### config.mk
export PLATFORM = sky130hd
export DESIGN_NAME = bdc_top
export DESIGN_NICKNAME = d
export VERILOG_FILES = /design/src/design/bdc_pkg.sv /design/src/design/bdc_cfg_if.sv /design/src/design/bdc_pwm_gen.sv /design/src/design/bdc_top.sv
export SDC_FILE = /design/constraint.sdc
export NUM_CORES = 1
export LEC_CHECK = 0
export BUFFER_PORTS_ARGS = -buffer_cell sky130_fd_sc_hd__clkbuf_2
export CELL_PAD_IN_SITES_DETAIL_PLACEMENT = 0
export CELL_PAD_IN_SITES_GLOBAL_PLACEMENT = 1
export CORE_MARGIN = 4
export CORE_UTILIZATION = 25
export DETAILED_ROUTE_END_ITERATION = 8
export GPL_ROUTABILITY_DRIVEN = 0
export PLACE_DENSITY_LB_ADDON = 0.1
export SYNTH_ARGS = -nofsm -noshare
export SYNTH_HDL_FRONTEND = slang
export SYNTH_SLANG_ARGS = --single-unit
### constraint.sdc
create_clock -name clk_sys_i -period 2.2 [get_ports clk_sys_i]
set_clock_uncertainty 0.2 [all_clocks]
set_input_delay 0.33 -clock clk_sys_i [delete_from_list [all_inputs] [get_ports clk_sys_i]]
set_output_delay 0.33 -clock clk_sys_i [all_outputs]
set_load 0.005 [all_outputs]
### src/design/bdc_pkg.sv
// Purpose: shared constants for the burst dimming and clock configuration block
// Assumes: one 250 MHz system clock, synchronous active-high reset
// Notes:   register offsets are byte indices on the configuration port
package bdc_pkg;
  // ---------------------------------------------------------------
  // register map
  // ---------------------------------------------------------------
  localparam logic [7:0] OFS_CTRL_ONE   = 8'h00;
  localparam logic [7:0] OFS_CTRL_TWO   = 8'h01;
  localparam logic [7:0] OFS_BURST_CODE = 8'h02;
  localparam logic [7:0] OFS_ANALOG_BRIGHTNESS_INPUT_CUR = 8'h03;
  // ---------------------------------------------------------------
  // field positions
  // ---------------------------------------------------------------
  localparam int BIT_DIM_SRC       = 0;
  localparam int BIT_DIM_CLK_SRC   = 1;
  localparam int BIT_BURST_OUT_SEL = 2;
  localparam int BIT_LAMP_CLK_SRC  = 3;
  localparam int BIT_RANGE_LO      = 0;
  localparam int BIT_RANGE_HI      = 1;
  localparam int BIT_SHADOW_INH    = 7;
  // ---------------------------------------------------------------
  // reset values and figures
  // ---------------------------------------------------------------
  localparam logic [7:0] RST_CTRL_ONE   = 8'h00;
  localparam logic [7:0] RST_CTRL_TWO   = 8'h00;
  localparam logic [6:0] RST_BURST_CODE = 7'h00;
  localparam logic [4:0] RST_LAMP_CUR   = 5'h00;
  localparam logic [6:0] BURST_FULL     = 7'h7f;
  localparam int         BURST_STEPS    = 128;
  localparam int         NVM_WRITE_NS   = 10000;
  localparam int         CLK_PERIOD_NS  = 4;
  localparam int         NVM_WRITE_CYC  = (NVM_WRITE_NS + CLK_PERIOD_NS - 1) / CLK_PERIOD_NS;
  localparam int         NUM_LOC        = 4;
endpackage : bdc_pkg

### src/design/bdc_cfg_if.sv
// Purpose: carrier between the controller and its burst pwm generator
// Assumes: single clock domain
// Notes:   none
`timescale 1ns/1ns
interface bdc_cfg_if;
  logic       dim_tick;
  logic [6:0] duty_code;
  logic       pwm;
  modport ctrl (output dim_tick, output duty_code, input pwm);
  modport gen  (input dim_tick, input duty_code, output pwm);
endinterface : bdc_cfg_if

### src/design/bdc_pwm_gen.sv
// Purpose: internal burst pwm generator, one burst period per dimming clock period
// Assumes: dim_tick pulses once per dimming clock period
// Notes:   high time is code slices of SLICE_CYC cycles, code 127 holds it high; the slice count stops at 127 until the next dim_tick
`timescale 1ns/1ns
module bdc_pwm_gen #(
  parameter int SLICE_CYC = 4096
) (
  input  wire logic clk_sys_i,
  input  wire logic rst_i,
  bdc_cfg_if.gen    cfg
);
  // ---------------------------------------------------------------
  // slice timing and duty compare
  // ---------------------------------------------------------------
  logic [6:0]  slice;
  logic [6:0]  code_lat;
  logic [31:0] slice_cnt;
  wire         slice_end = (slice_cnt == 32'(SLICE_CYC - 1));
  wire         next_pwm  = (code_lat == bdc_pkg::BURST_FULL) || (slice < code_lat);

  always_ff @(posedge clk_sys_i)
  begin
    if (rst_i || cfg.dim_tick)
    begin
      slice_cnt <= '0;
      slice     <= '0;
      code_lat  <= rst_i ? bdc_pkg::RST_BURST_CODE : cfg.duty_code;
    end
    else if (slice_end)
    begin
      slice_cnt <= '0;
      slice     <= (slice == 7'h7f) ? slice : slice + 7'h01;
    end
    else
      slice_cnt <= slice_cnt + 32'h0000_0001;
  end

  always_ff @(posedge clk_sys_i)
  begin
    if (rst_i)
      cfg.pwm <= 1'b0;
    else
      cfg.pwm <= next_pwm;
  end

  full_on_a: assert property (@(posedge clk_sys_i) disable iff (rst_i)
    (code_lat == bdc_pkg::BURST_FULL) |=> cfg.pwm)
    else $error("full code did not hold pwm high");
  update_boundary_a: assert property (@(posedge clk_sys_i) disable iff (rst_i)
    !cfg.dim_tick |=> $stable(code_lat))
    else $error("duty code changed mid period");
endmodule // bdc_pwm_gen

### src/design/bdc_top.sv
// Purpose: burst dimming, dimming/lamp clock selection, lamp current code, shadow write control
// Assumes: register port is a byte-wide strobed write/read port behind the serial slave
// Notes:   clock pins are sampled as synchronous levels; edges are detected here
`timescale 1ns/1ns
// Functional notes
// - shadow write inhibit bit reads zero after power-up, writes go to storage.
// - with inhibit set, writes touch only volatile cells, no storage write delay.
// - after power-up only the two control registers reload from storage; burst code and lamp current keep theirs.
// - lamp gate pulses of the two channels are in antiphase during burst.
// - burst dimming gives 128 linearly spaced duty steps.
// - gates toggle at lamp rate while burst high, disabled while low.
// - dimming clock source select picks external pin at 1, internal oscillator at 0.
// - receiver takes burst from shared pin, ignores brightness input and dim pin.
// - analog brightness maps below 0.5V to minimum, above 2.0V to full, linear.
// - a non-zero burst code write hands duty control to the serial port.
// - burst code 1 gives minimum duty, 127 gives full duty, linear between.
// - lamp current code comes only from the low five bits of the register.
// - lamp current code resets to zero meaning full current, 31 means 35%.
// - an internal lamp clock is driven out on the shared lamp clock pin.
// - the lamp clock driven out stays unmodulated by spread or step features.
module bdc_top #(
  parameter int SLICE_CYC     = 4096,
  parameter int NVM_WRITE_CYC = bdc_pkg::NVM_WRITE_CYC
) (
  input  wire logic       clk_sys_i,
  input  wire logic       rst_i,
  input  wire logic       reg_wr_i,
  input  wire logic       reg_rd_i,
  input  wire logic [7:0] reg_addr_i,
  input  wire logic [7:0] reg_wdata_i,
  output logic      [7:0] reg_rdata_o,
  output logic            reg_busy_o,
  input  wire logic [7:0] nvm_image_i,
  input  wire logic [7:0] nvm_image_hi_i,
  input  wire logic       nvm_load_i,
  output logic            nvm_wr_o,
  output logic      [7:0] nvm_addr_o,
  output logic      [7:0] nvm_wdata_o,
  input  wire logic [6:0] analog_brightness_input_i,
  input  wire logic       dim_osc_int_i,
  input  wire logic       dimming_oscillator_pin_i,
  input  wire logic       lamp_osc_int_i,
  input  wire logic       lamp_osc_mod_i,
  input  wire logic       shared_burst_pin_i,
  output logic            shared_burst_pin_o,
  output logic            shared_burst_pin_oe_o,
  input  wire logic       shared_lamp_clock_pin_i,
  output logic            shared_lamp_clock_pin_o,
  output logic            shared_lamp_clock_pin_oe_o,
  input  wire logic       spread_enable_i,
  output logic            burst_pwm_signal_o,
  output logic      [1:0] gate_ch0_o,
  output logic      [1:0] gate_ch1_o,
  output logic      [4:0] lamp_current_code_o,
  output logic      [1:0] dim_clock_range_o
);
  // ---------------------------------------------------------------
  // register file
  // ---------------------------------------------------------------
  logic [7:0] control_reg_one;
  logic [7:0] control_reg_two;
  logic [6:0] burst_code_register;
  logic [7:0] brightness_current_ctrl;
  logic       serial_duty;
  logic [31:0] nvm_cnt;

  wire shadow_write_inhibit     = brightness_current_ctrl[bdc_pkg::BIT_SHADOW_INH];
  wire dimming_source_select    = control_reg_one[bdc_pkg::BIT_DIM_SRC];
  wire dim_clock_source_select  = control_reg_one[bdc_pkg::BIT_DIM_CLK_SRC];
  wire burst_output_select      = control_reg_one[bdc_pkg::BIT_BURST_OUT_SEL];
  wire lamp_clock_source_select = control_reg_one[bdc_pkg::BIT_LAMP_CLK_SRC];
  wire dim_clock_range_lo       = control_reg_two[bdc_pkg::BIT_RANGE_LO];
  wire dim_clock_range_hi       = control_reg_two[bdc_pkg::BIT_RANGE_HI];

  wire wr_ok     = reg_wr_i && !reg_busy_o;
  wire wr_one    = wr_ok && (reg_addr_i == bdc_pkg::OFS_CTRL_ONE);
  wire wr_two    = wr_ok && (reg_addr_i == bdc_pkg::OFS_CTRL_TWO);
  wire wr_code   = wr_ok && (reg_addr_i == bdc_pkg::OFS_BURST_CODE);
  wire wr_analog_brightness_input = wr_ok && (reg_addr_i == bdc_pkg::OFS_ANALOG_BRIGHTNESS_INPUT_CUR);
  wire wr_mapped = wr_one || wr_two || wr_code || wr_analog_brightness_input;
  // the inhibit bit itself is volatile; the others are shadowed
  wire wr_commit = wr_mapped && !shadow_write_inhibit;
  wire [7:0] commit_data = wr_analog_brightness_input ? {1'b0, reg_wdata_i[6:0]} : reg_wdata_i;

  wire [7:0] rd_mux =
    (reg_addr_i == bdc_pkg::OFS_CTRL_ONE)   ? control_reg_one :
    (reg_addr_i == bdc_pkg::OFS_CTRL_TWO)   ? control_reg_two :
    (reg_addr_i == bdc_pkg::OFS_BURST_CODE) ? {1'b0, burst_code_register} :
    (reg_addr_i == bdc_pkg::OFS_ANALOG_BRIGHTNESS_INPUT_CUR) ? brightness_current_ctrl : 8'h00;

  always_ff @(posedge clk_sys_i)
  begin
    if (rst_i)
    begin
      control_reg_one         <= bdc_pkg::RST_CTRL_ONE;
      control_reg_two         <= bdc_pkg::RST_CTRL_TWO;
      burst_code_register     <= bdc_pkg::RST_BURST_CODE;
      brightness_current_ctrl <= {3'h0, bdc_pkg::RST_LAMP_CUR};
      serial_duty             <= 1'b0;
    end
    else if (nvm_load_i)
    begin
      // stored image reappears at power-up, inhibit is forced clear
      control_reg_one         <= nvm_image_i;
      control_reg_two         <= nvm_image_hi_i;
      brightness_current_ctrl <= {1'b0, brightness_current_ctrl[6:0]};
    end
    else
    begin
      if (wr_one)
        control_reg_one <= reg_wdata_i;
      if (wr_two)
        control_reg_two <= reg_wdata_i;
      if (wr_code)
      begin
        burst_code_register <= reg_wdata_i[6:0];
        if (reg_wdata_i[6:0] != 7'h00)
          serial_duty <= 1'b1;
      end
      if (wr_analog_brightness_input)
        brightness_current_ctrl <= reg_wdata_i;
    end
  end

  always_ff @(posedge clk_sys_i)
  begin
    if (rst_i)
    begin
      reg_rdata_o <= 8'h00;
      nvm_wr_o    <= 1'b0;
      nvm_addr_o  <= 8'h00;
      nvm_wdata_o <= 8'h00;
      reg_busy_o  <= 1'b0;
      nvm_cnt     <= '0;
    end
    else
    begin
      if (reg_rd_i)
        reg_rdata_o <= rd_mux;
      nvm_wr_o <= wr_commit;
      if (wr_commit)
      begin
        nvm_addr_o  <= reg_addr_i;
        nvm_wdata_o <= commit_data;
        nvm_cnt     <= 32'(NVM_WRITE_CYC);
        reg_busy_o  <= 1'b1;
      end
      else if (nvm_cnt > 32'h0000_0001)
        nvm_cnt <= nvm_cnt - 32'h0000_0001;
      else
      begin
        nvm_cnt    <= '0;
        reg_busy_o <= 1'b0;
      end
    end
  end

  no_nvm_inhibit_a: assert property (@(posedge clk_sys_i) disable iff (rst_i)
    (wr_mapped && shadow_write_inhibit) |=> (!nvm_wr_o && !reg_busy_o))
    else $error("storage write while inhibited");
  reset_inhibit_a: assert property (@(posedge clk_sys_i)
    ($past(rst_i) && !rst_i) |-> !shadow_write_inhibit)
    else $error("inhibit bit set after reset");

  // ---------------------------------------------------------------
  // dimming clock and burst pwm selection
  // ---------------------------------------------------------------
  logic dim_clk_q;
  logic lamp_q;
  logic lamp_ref_q;
  logic lamp_phase;
  wire  dim_clk_sel  = dim_clock_source_select ? dimming_oscillator_pin_i : dim_osc_int_i;
  wire  dim_tick     = dim_clk_sel && !dim_clk_q;
  wire  receiver     = dimming_source_select;
  // brightness input arrives already quantised: 0 below 0.5V, 127 above 2.0V
  wire [6:0] analog_brightness_input_code = (analog_brightness_input_i == 7'h00) ? 7'h01 : analog_brightness_input_i;
  wire [6:0] duty_sel    = serial_duty ? burst_code_register : analog_brightness_input_code;
  bdc_cfg_if cfg_bus ();
  assign cfg_bus.dim_tick  = dim_tick && !receiver;
  assign cfg_bus.duty_code = duty_sel;
  bdc_pwm_gen #(
    .SLICE_CYC (SLICE_CYC)
  ) u_pwm (
    .clk_sys_i (clk_sys_i),
    .rst_i     (rst_i),
    .cfg       (cfg_bus.gen)
  );
  wire burst_now = receiver ? shared_burst_pin_i : cfg_bus.pwm;

  // ---------------------------------------------------------------
  // lamp clock and gate drive
  // ---------------------------------------------------------------
  wire lamp_ref = lamp_clock_source_select ? shared_lamp_clock_pin_i : lamp_osc_int_i;
  wire lamp_own = (spread_enable_i && !lamp_clock_source_select) ? lamp_osc_mod_i : lamp_ref;
  wire lamp_rise = lamp_own && !lamp_q;

  always_ff @(posedge clk_sys_i)
  begin
    if (rst_i)
    begin
      dim_clk_q                  <= 1'b0;
      lamp_q                     <= 1'b0;
      lamp_ref_q                 <= 1'b0;
      lamp_phase                 <= 1'b0;
      burst_pwm_signal_o         <= 1'b0;
      gate_ch0_o                 <= 2'h0;
      gate_ch1_o                 <= 2'h0;
      shared_burst_pin_o         <= 1'b0;
      shared_burst_pin_oe_o      <= 1'b0;
      shared_lamp_clock_pin_o    <= 1'b0;
      shared_lamp_clock_pin_oe_o <= 1'b0;
      lamp_current_code_o        <= bdc_pkg::RST_LAMP_CUR;
      dim_clock_range_o          <= 2'h0;
    end
    else
    begin
      dim_clk_q          <= dim_clk_sel;
      lamp_q             <= lamp_own;
      lamp_ref_q         <= lamp_osc_int_i;
      burst_pwm_signal_o <= burst_now;
      if (lamp_rise)
        lamp_phase <= !lamp_phase;
      // channels alternate gate pairs; both off outside the burst
      gate_ch0_o <= burst_now ? (lamp_phase ? 2'b10 : 2'b01) : 2'b00;
      gate_ch1_o <= burst_now ? (lamp_phase ? 2'b01 : 2'b10) : 2'b00;
      shared_burst_pin_o    <= cfg_bus.pwm;
      shared_burst_pin_oe_o <= !receiver && !burst_output_select;
      shared_lamp_clock_pin_o    <= lamp_ref_q;
      shared_lamp_clock_pin_oe_o <= !lamp_clock_source_select;
      lamp_current_code_o <= brightness_current_ctrl[4:0];
      dim_clock_range_o   <= {dim_clock_range_hi, dim_clock_range_lo};
    end
  end

  antiphase_a: assert property (@(posedge clk_sys_i) disable iff (rst_i)
    (gate_ch0_o != 2'b00) |-> (gate_ch1_o == ~gate_ch0_o))
    else $error("channels not in antiphase");
  gate_off_a: assert property (@(posedge clk_sys_i) disable iff (rst_i)
    !burst_pwm_signal_o |-> (gate_ch0_o == 2'b00 && gate_ch1_o == 2'b00))
    else $error("gates driven outside burst");
  lamp_out_a: assert property (@(posedge clk_sys_i) disable iff (rst_i)
    !lamp_clock_source_select |=> shared_lamp_clock_pin_oe_o)
    else $error("lamp clock not driven out");
  recv_ignore_a: assert property (@(posedge clk_sys_i) disable iff (rst_i)
    receiver |=> burst_pwm_signal_o == $past(shared_burst_pin_i))
    else $error("receiver not following shared pin");
  burst_drive_a: assert property (@(posedge clk_sys_i) disable iff (rst_i)
    receiver |=> !shared_burst_pin_oe_o)
    else $error("receiver driving burst pin");
endmodule // bdc_top

==> results of run 1 <==
==> timing repair <==
action	4_1_cts	5_1_grt
resized for setup	2	16
pin swaps	2	3
endpoints found under the hold margin	16	0
endpoints found under the setup margin	5	57
setup buffers	0	2
hold buffers	16	0
==> flip-flops by register name, indices dropped and copies added, names as in the netlist, 8 cells and up <==
signal                   cells
nvm_wdata_o                  8
nvm_cnt                     32
nvm_addr_o                   8
control_reg_two              8
u_pwm.slice_cnt             32
brightness_current_ctrl      8
reg_rdata_o                  8
control_reg_one              8
==> stage by stage <==
stage	setup TNS, ns	utilization [%]	hold slack, ns
6_report	0	33.6	0.0326
5_1_grt	-0.0682	33.6	0.0214
4_1_cts	0	33.3	0.00996
3_5_place_dp	-1.32	30.4	0.237
3_3_place_gp	-1.17	30.4	0.218
2_1_floorplan	-0.191	-	0.214
==> metal layers <==
metal	up-vias	GRT usage, %	wire [µm]
met5	-	0	0
met4	0	4.26	332
met3	24	2.97	844
met2	110	20.2	8700
met1	2776	18.4	9880
li1	2921	-	-
==> worst max-delay path: stages, from the launching register on <==
cell	delay, ns
dfxtp_2	0.32
or4b_4	0.50
nor4b_4	0.28
buf_12	0.18
mux2_2	0.34
mux2i_1	0.12
nor2_1	0.05
==> layout by cell type (no fill, tap or decap), types with 5 or more instances in the layout <==
cell,Yosys,routed
o211ai_1,6,6
dfxtp_1,148,145
edfxtp_1,7,7
xnor2_1,27,27
and3_1,7,7
clkbuf_2,0,92
a21oi_1,29,29
clkbuf_16,0,17
nor2_1,143,143
mux2_2,17,13
o21ai_0,10,10
or3_1,13,13
buf_4,3,70
nand2b_1,5,5
nand3_1,23,23
mux2i_1,55,55
nor4_1,21,17
nor2b_1,12,12
nand2_1,40,40
ha_1,10,10
and2_1,10,10
inv_1,17,17
nor4_2,1,5
inv_8,0,6
buf_12,0,6
nor3_1,20,19
nand4_1,22,22
xor2_1,26,26
dlygate4sd3_1,0,16
==> final cells by class <==
class / count / area, µm²
flip-flops and latches: 155 / 3180
repair buffers: 184 / 1270
multi-input cells: 536 / 3500
inverters: 17 / 63.8
well taps: 341 / 427
clock buffers: 17 / 425
clock inverters: 15 / 166
fillers: 2800 / 17900
==> worst max path at each step <==
| stage | from | to | depth (start not counted) |
|---|---|---|---|
| after floorplan | reg_addr_i[7] | control_reg_two[0]$_SDFFE_PP0P_ | 5 |
| after CTS | reg_busy_o$_SDFFE_PP0P_ | control_reg_two[1]$_SDFFE_PP0P_ | 6 |
| after global placement | reg_addr_i[7] | control_reg_two[4]$_SDFFE_PP0P_ | 7 |
| final | reg_busy_o$_SDFFE_PP0P_ | control_reg_two[0]$_SDFFE_PP0P_ | 6 |
| after detailed placement | reg_addr_i[7] | control_reg_two[1]$_SDFFE_PP0P_ | 7 |
| after global routing | u_pwm.slice_cnt[9]$_SDFF_PP0_ | u_pwm.slice_cnt[31]$_SDFF_PP0_ | 6 |
==> cell families (layout without fill, tap and decap cells) <==
| logic type | count (synthesis) | after routing |
|---|---|---|
| AND/OR/NAND/NOR | 341 | 341 |
| flip-flops | 155 | 155 |
| multiplexers | 73 | 73 |
| AO/OA/AOI/OAI | 59 | 59 |
| XOR/XNOR | 53 | 53 |
| buffers and inverters | 44 | 233 |
| adder cells (fa/ha/maj) | 10 | 10 |
==> power breakdown <==
part,internal (µW),switching (µW)
Sequential,3150,267
Clock,1540,1430
Combinational,1700,1710
Total,6390,3400
==> results.sh, run 1 <==
export IMPL_r2r_end="control_reg_two[0]$_SDFFE_PP0P_"
export IMPL_cts_tree="built"
export IMPL_synth_seq_cells=155
export IMPL_area_growth_syn_to_layout_pct=32.7
export IMPL_place_worst_setup_slack_ns=-0.164
export IMPL_fin_crit_ns=2.12
export IMPL_coreArea_mm2=0.0269
export IMPL_dr_pass1_iters=4
export IMPL_cts_buffer_depth=2
export IMPL_synthArstFlopShare_pct=0
export IMPL_fin_ws_ns=0.0795
export IMPL_avgSynthCellArea_um2=9.25
export IMPL_max_cap_violations=0
export IMPL_rows=60
export IMPL_overflow=0
export IMPL_arrival_ns=2.23
export IMPL_period_share_pct=96.4
export IMPL_min_to="reg_rdata_o[7]$_SDFFE_PP0P_"
export IMPL_clock_sinks=155
export IMPL_r2r_slack_ns=0.08
export IMPL_grt_pass1_wl_um=31700
export IMPL_synth_top_area_share_pct=43.6
export IMPL_cts_htree_levels=4
export IMPL_setup_worst_path_class="reg2reg"
export IMPL_hold_violations=0
export IMPL_ir_drop_uv=598
export IMPL_setup_viol=0
export IMPL_crit_fanout=8
export IMPL_final_area_mm2=0.00902
export IMPL_postPlaceCellArea_mm2=0.00818
export IMPL_initial_utilization_pct=25.3
export IMPL_synth_area_top_cells="dfxtp_1 (44%), mux2i_1 (8.1%), nor2_1 (7.9%), xnor2_1 (3.5%), xor2_1 (3.3%)"
export IMPL_netlist_instances=735
export IMPL_drive_gt1_share_pct=26.4
export IMPL_cts_clk_slew_worst_paths_ns=0.08
export IMPL_instances_no_fill=1265
export IMPL_num_antenna_cells=0
export IMPL_synth_distinct_cells=55
export IMPL_yosys_area_top_type="dfxtp_1"
export IMPL_cp_end_kind="flop"
export IMPL_vias=5831
export IMPL_synth_top_family_by_area="simple AND/OR/NAND/NOR gates"
export IMPL_wl_per_cell_um=15.6
export IMPL_p_per_area_mw_per_mm2=1090
export IMPL_drt_iter0_drc=208
export IMPL_status="finished, final reports clean"
export IMPL_ios=93
export IMPL_slew_violations=0
export IMPL_synthMuxAreaShare_pct=11.2
export IMPL_yosysWarningCount=0
export IMPL_min_from="reg_rd_i"
export IMPL_yosysMostFrequentCell="dfxtp_1"
export IMPL_ys_flop_type="dfxtp_1"
export IMPL_nets=972
export IMPL_grt_antenna_before_repair=0
export IMPL_worst_pin_slew_ns=0.434
export IMPL_ys_top_cells_by_count="dfxtp_1 (148), nor2_1 (143), mux2i_1 (55), nand2_1 (40), a21oi_1 (29)"
export IMPL_synth_area_mm2=0.00680
export IMPL_drt_vias_per_instance=4.61
export IMPL_die_width_um=173
export IMPL_numCtsBuffers=17
export IMPL_synth_seq_area_share_pct=46.7
export IMPL_grt_util_all_layers_pct=13.2
export IMPL_synth_compound_area_share_pct=5.19
export IMPL_synth_nets=796
export IMPL_total_power_uw=9790
export IMPL_clockRootBuffer="clkbuf_16"
export IMPL_r2r_cells=6
export IMPL_synth_adder_area_share_pct=1.84
export IMPL_rsz0062_at_grt="true"
export IMPL_die_y_um=173
export IMPL_p_leak_uw=0.00374
export IMPL_synthSimpleGateAreaFrac_pct=25.3
export IMPL_crit_required_ns=2.31
export IMPL_synth_edff_count=7
export IMPL_slew_limit_headroom_pct=70.8
export IMPL_grt_max_degree=76
export IMPL_ant_nets=0
export IMPL_hold_class="in2reg"
export IMPL_die_area_mm2=0.0299
export IMPL_drc=0
export IMPL_worstSkewPairLatency_ns=0.43
export IMPL_dp_cells=1215
export IMPL_dp_hpwl_um=14700
export IMPL_start_kind="flop"
export IMPL_routed_wirelength_um=19800
export IMPL_r2r_start="reg_busy_o$_SDFFE_PP0P_"
export IMPL_port_buffer_count=92
export IMPL_holdPathStages=3
export IMPL_fmax_ghz=0.472
export IMPL_synthXorXnorAreaFrac_pct=6.83
export IMPL_grt_pass1_vias=5726
Note: power is estimated with default switching activity, not from simulation.
==> run 2: changes to the inputs <==
--- a/config.mk
+++ b/config.mk
@@ -13,6 +13,7 @@
 export DETAILED_ROUTE_END_ITERATION = 8
 export GPL_ROUTABILITY_DRIVEN = 0
 export PLACE_DENSITY_LB_ADDON = 0.1
+export SLEW_MARGIN = 10
 export SYNTH_ARGS = -nofsm -noshare
 export SYNTH_HDL_FRONTEND = slang
 export SYNTH_SLANG_ARGS = --single-unit
==> constraint.sdc (replaced) <==
create_clock -name clk_sys_i -period 2.65 [get_ports clk_sys_i]
set_clock_uncertainty 0.2 [all_clocks]
set_input_delay 0.3975 -clock clk_sys_i [delete_from_list [all_inputs] [get_ports clk_sys_i]]
set_output_delay 0.3975 -clock clk_sys_i [all_outputs]
set_load 0.005 [all_outputs]
==> run 2 against run 1 <==
  * Worst hold slack got worse by 0.019 ns
  * Die area unchanged
  * Total power decreased by 20%
  * First-iteration DRC count grew 4.8%
  * Largest cell class unchanged
  * Largest power group unchanged
  * Highest routed layer is now met5
==> results.sh, run 2 (synthesis results as in run 1) <==
export IMPL_port_buffer_count=92
export IMPL_max_cap_violations=0
export IMPL_slew_limit_headroom_pct=54.4
export IMPL_place_worst_setup_slack_ns=0.186
export IMPL_setup_worst_path_class="reg2reg"
export IMPL_ir_drop_uv=382
export IMPL_die_width_um=173
export IMPL_seqCellArea_mm2=0.00317
export IMPL_ios=93
export IMPL_p_leak_uw=0.00347
export IMPL_drive_gt1_share_pct=21.5
export IMPL_dp_hpwl_um=14300
export IMPL_finalSetupTns_ns=0
export IMPL_r2r_slack_ns=0.27
export IMPL_clockRootBuffer="clkbuf_16"
export IMPL_grt_antenna_before_repair=1
export IMPL_fin_ws_ns=0.273
export IMPL_hold_violations=0
export IMPL_grt_max_degree=64
export IMPL_post_cts_buffers=0
export IMPL_crit_end="nvm_cnt[30]$_SDFF_PP0_"
export IMPL_period_share_pct=89.7
export IMPL_hold_class="in2reg"
export IMPL_fin_crit_ns=2.38
export IMPL_drc=0
export IMPL_vias=5485
export IMPL_overflow=0
export IMPL_routed_wirelength_um=19200
export IMPL_final_common_cell="dfxtp_1"
export IMPL_die_y_um=173
export IMPL_ant_nets=0
export IMPL_dr_pass1_iters=4
export IMPL_status="finished, final reports clean"
export IMPL_r2r_start="nvm_cnt[13]$_SDFF_PP0_"
export IMPL_arrival_ns=2.52
export IMPL_rsz0062_at_grt="false"
export IMPL_grt_pass1_wl_um=31200
export IMPL_fillers=2850
export IMPL_critPathLaunch="nvm_cnt[13]$_SDFF_PP0_"
export IMPL_fmax_ghz=0.421
export IMPL_worst_pin_slew_ns=0.685
export IMPL_grt_pass1_vias=5577
export IMPL_die_area_mm2=0.0299
export IMPL_rows=60
export IMPL_cts_buffer_depth=2
export IMPL_r2r_cells=5
export IMPL_slew_violations=0
export IMPL_area_growth_syn_to_layout_pct=25.0
export IMPL_clock_sinks=155
export IMPL_r2r_end="nvm_cnt[30]$_SDFF_PP0_"
export IMPL_num_antenna_cells=0
export IMPL_initial_utilization_pct=25.3
export IMPL_setup_viol=0
export IMPL_drt_vias_per_instance=4.54
export IMPL_cp_end_kind="flop"
export IMPL_worstSkewPairLatency_ns=0.42
export IMPL_final_cell_mix="dfxtp_1 (148), nor2_1 (143), clkbuf_2 (92)"
export IMPL_start_kind="flop"
export IMPL_drt_iter0_drc=218
export IMPL_multiInputGateArea_mm2=0.00343
export IMPL_cts_htree_levels=4
export IMPL_whs_ns=0.0138
export IMPL_cts_clk_slew_worst_paths_ns=0.07
export IMPL_grt_util_all_layers_pct=13.0
export IMPL_wl_per_cell_um=15.9
export IMPL_numCtsBuffers=17
export IMPL_crit_fanout=5
export IMPL_reg_largest_list="nvm_cnt x32, u_pwm.slice_cnt x32"
export IMPL_crit_required_ns=2.79
export IMPL_p_per_area_mw_per_mm2=920
export IMPL_coreArea_mm2=0.0269
export IMPL_holdPathStages=3
export IMPL_cts_tree="built"
export IMPL_nets=915
-- run 2: worst min-delay path by stage --
stage	start	end	slack [ns]
floorplan	lamp_ref_q$_SDFF_PP0_	shared_lamp_clock_pin_o$_SDFF_PP0_	0.21
global placement	lamp_ref_q$_SDFF_PP0_	shared_lamp_clock_pin_o$_SDFF_PP0_	0.22
detailed placement	reg_rdata_o[1]$_SDFFE_PP0P_	reg_rdata_o[1]$_SDFFE_PP0P_	0.23
CTS	nvm_image_i[1]	control_reg_one[1]$_SDFFE_PP0P_	0.002
global route	nvm_image_hi_i[1]	control_reg_two[1]$_SDFFE_PP0P_	0.01
finish	nvm_image_i[1]	control_reg_one[1]$_SDFFE_PP0P_	0.01
-- run 2: per-layer routing --
| layer | part of all wire (%) | global-route usage, % | vias to the layer above | routed length (µm) |
|---|---|---|---|---|
| li1 | - | - | 2805 | - |
| met1 | 51 | 18.0 | 2580 | 9740 |
| met2 | 45 | 20.5 | 85 | 8560 |
| met3 | 3.4 | 3.26 | 13 | 647 |
| met4 | 1.0 | 3.03 | 2 | 192 |
| met5 | 0.052 | 0 | - | 10 |
-- run 2: timing repair --
item	in CTS	in global routing
resized for setup	0	0
hold buffers	2	1
endpoints found under the hold margin	2	1
-- run 2: where the power goes --
group	total, µW	internal (µW)	leakage, µW	switching [µW]
clock network	2650	1550	0.000315	1100
logic	2280	1020	0.00187	1260
registers	2890	2620	0.00128	270
total	7820	5190	0.00347	2640
-- run 2: layout make-up --
class                      count  share of cell area [%]
inverter                      17                   0.751
clock inverter                14                    2.34
timing repair buffer         127                    9.04
multi-input combinational    536                    40.3
clock buffer                  18                    5.17
tap                          341                    5.02
sequential                   155                    37.3
-- run 2: through the flow --
stage               total power [µW]  cell area (µm²)  utilization (%)  instances
global placement                5190             7830             29.1       1173
CTS                             7920             8490             31.6       1207
floorplan                       4400             6800                -        735
finish                          7820             8500             31.6       1208
global route                    8330             8500             31.6       1208
detailed placement              5210             7830             29.1       1173
-- run 2: worst max-delay path, cell delays in order (launching register included) --
cell and delay (ns):
dfxtp_1 0.36, or4_1 0.56, nor4b_1 0.51, nand4_1 0.20, or3_1 0.34, a21oi_1 0.15
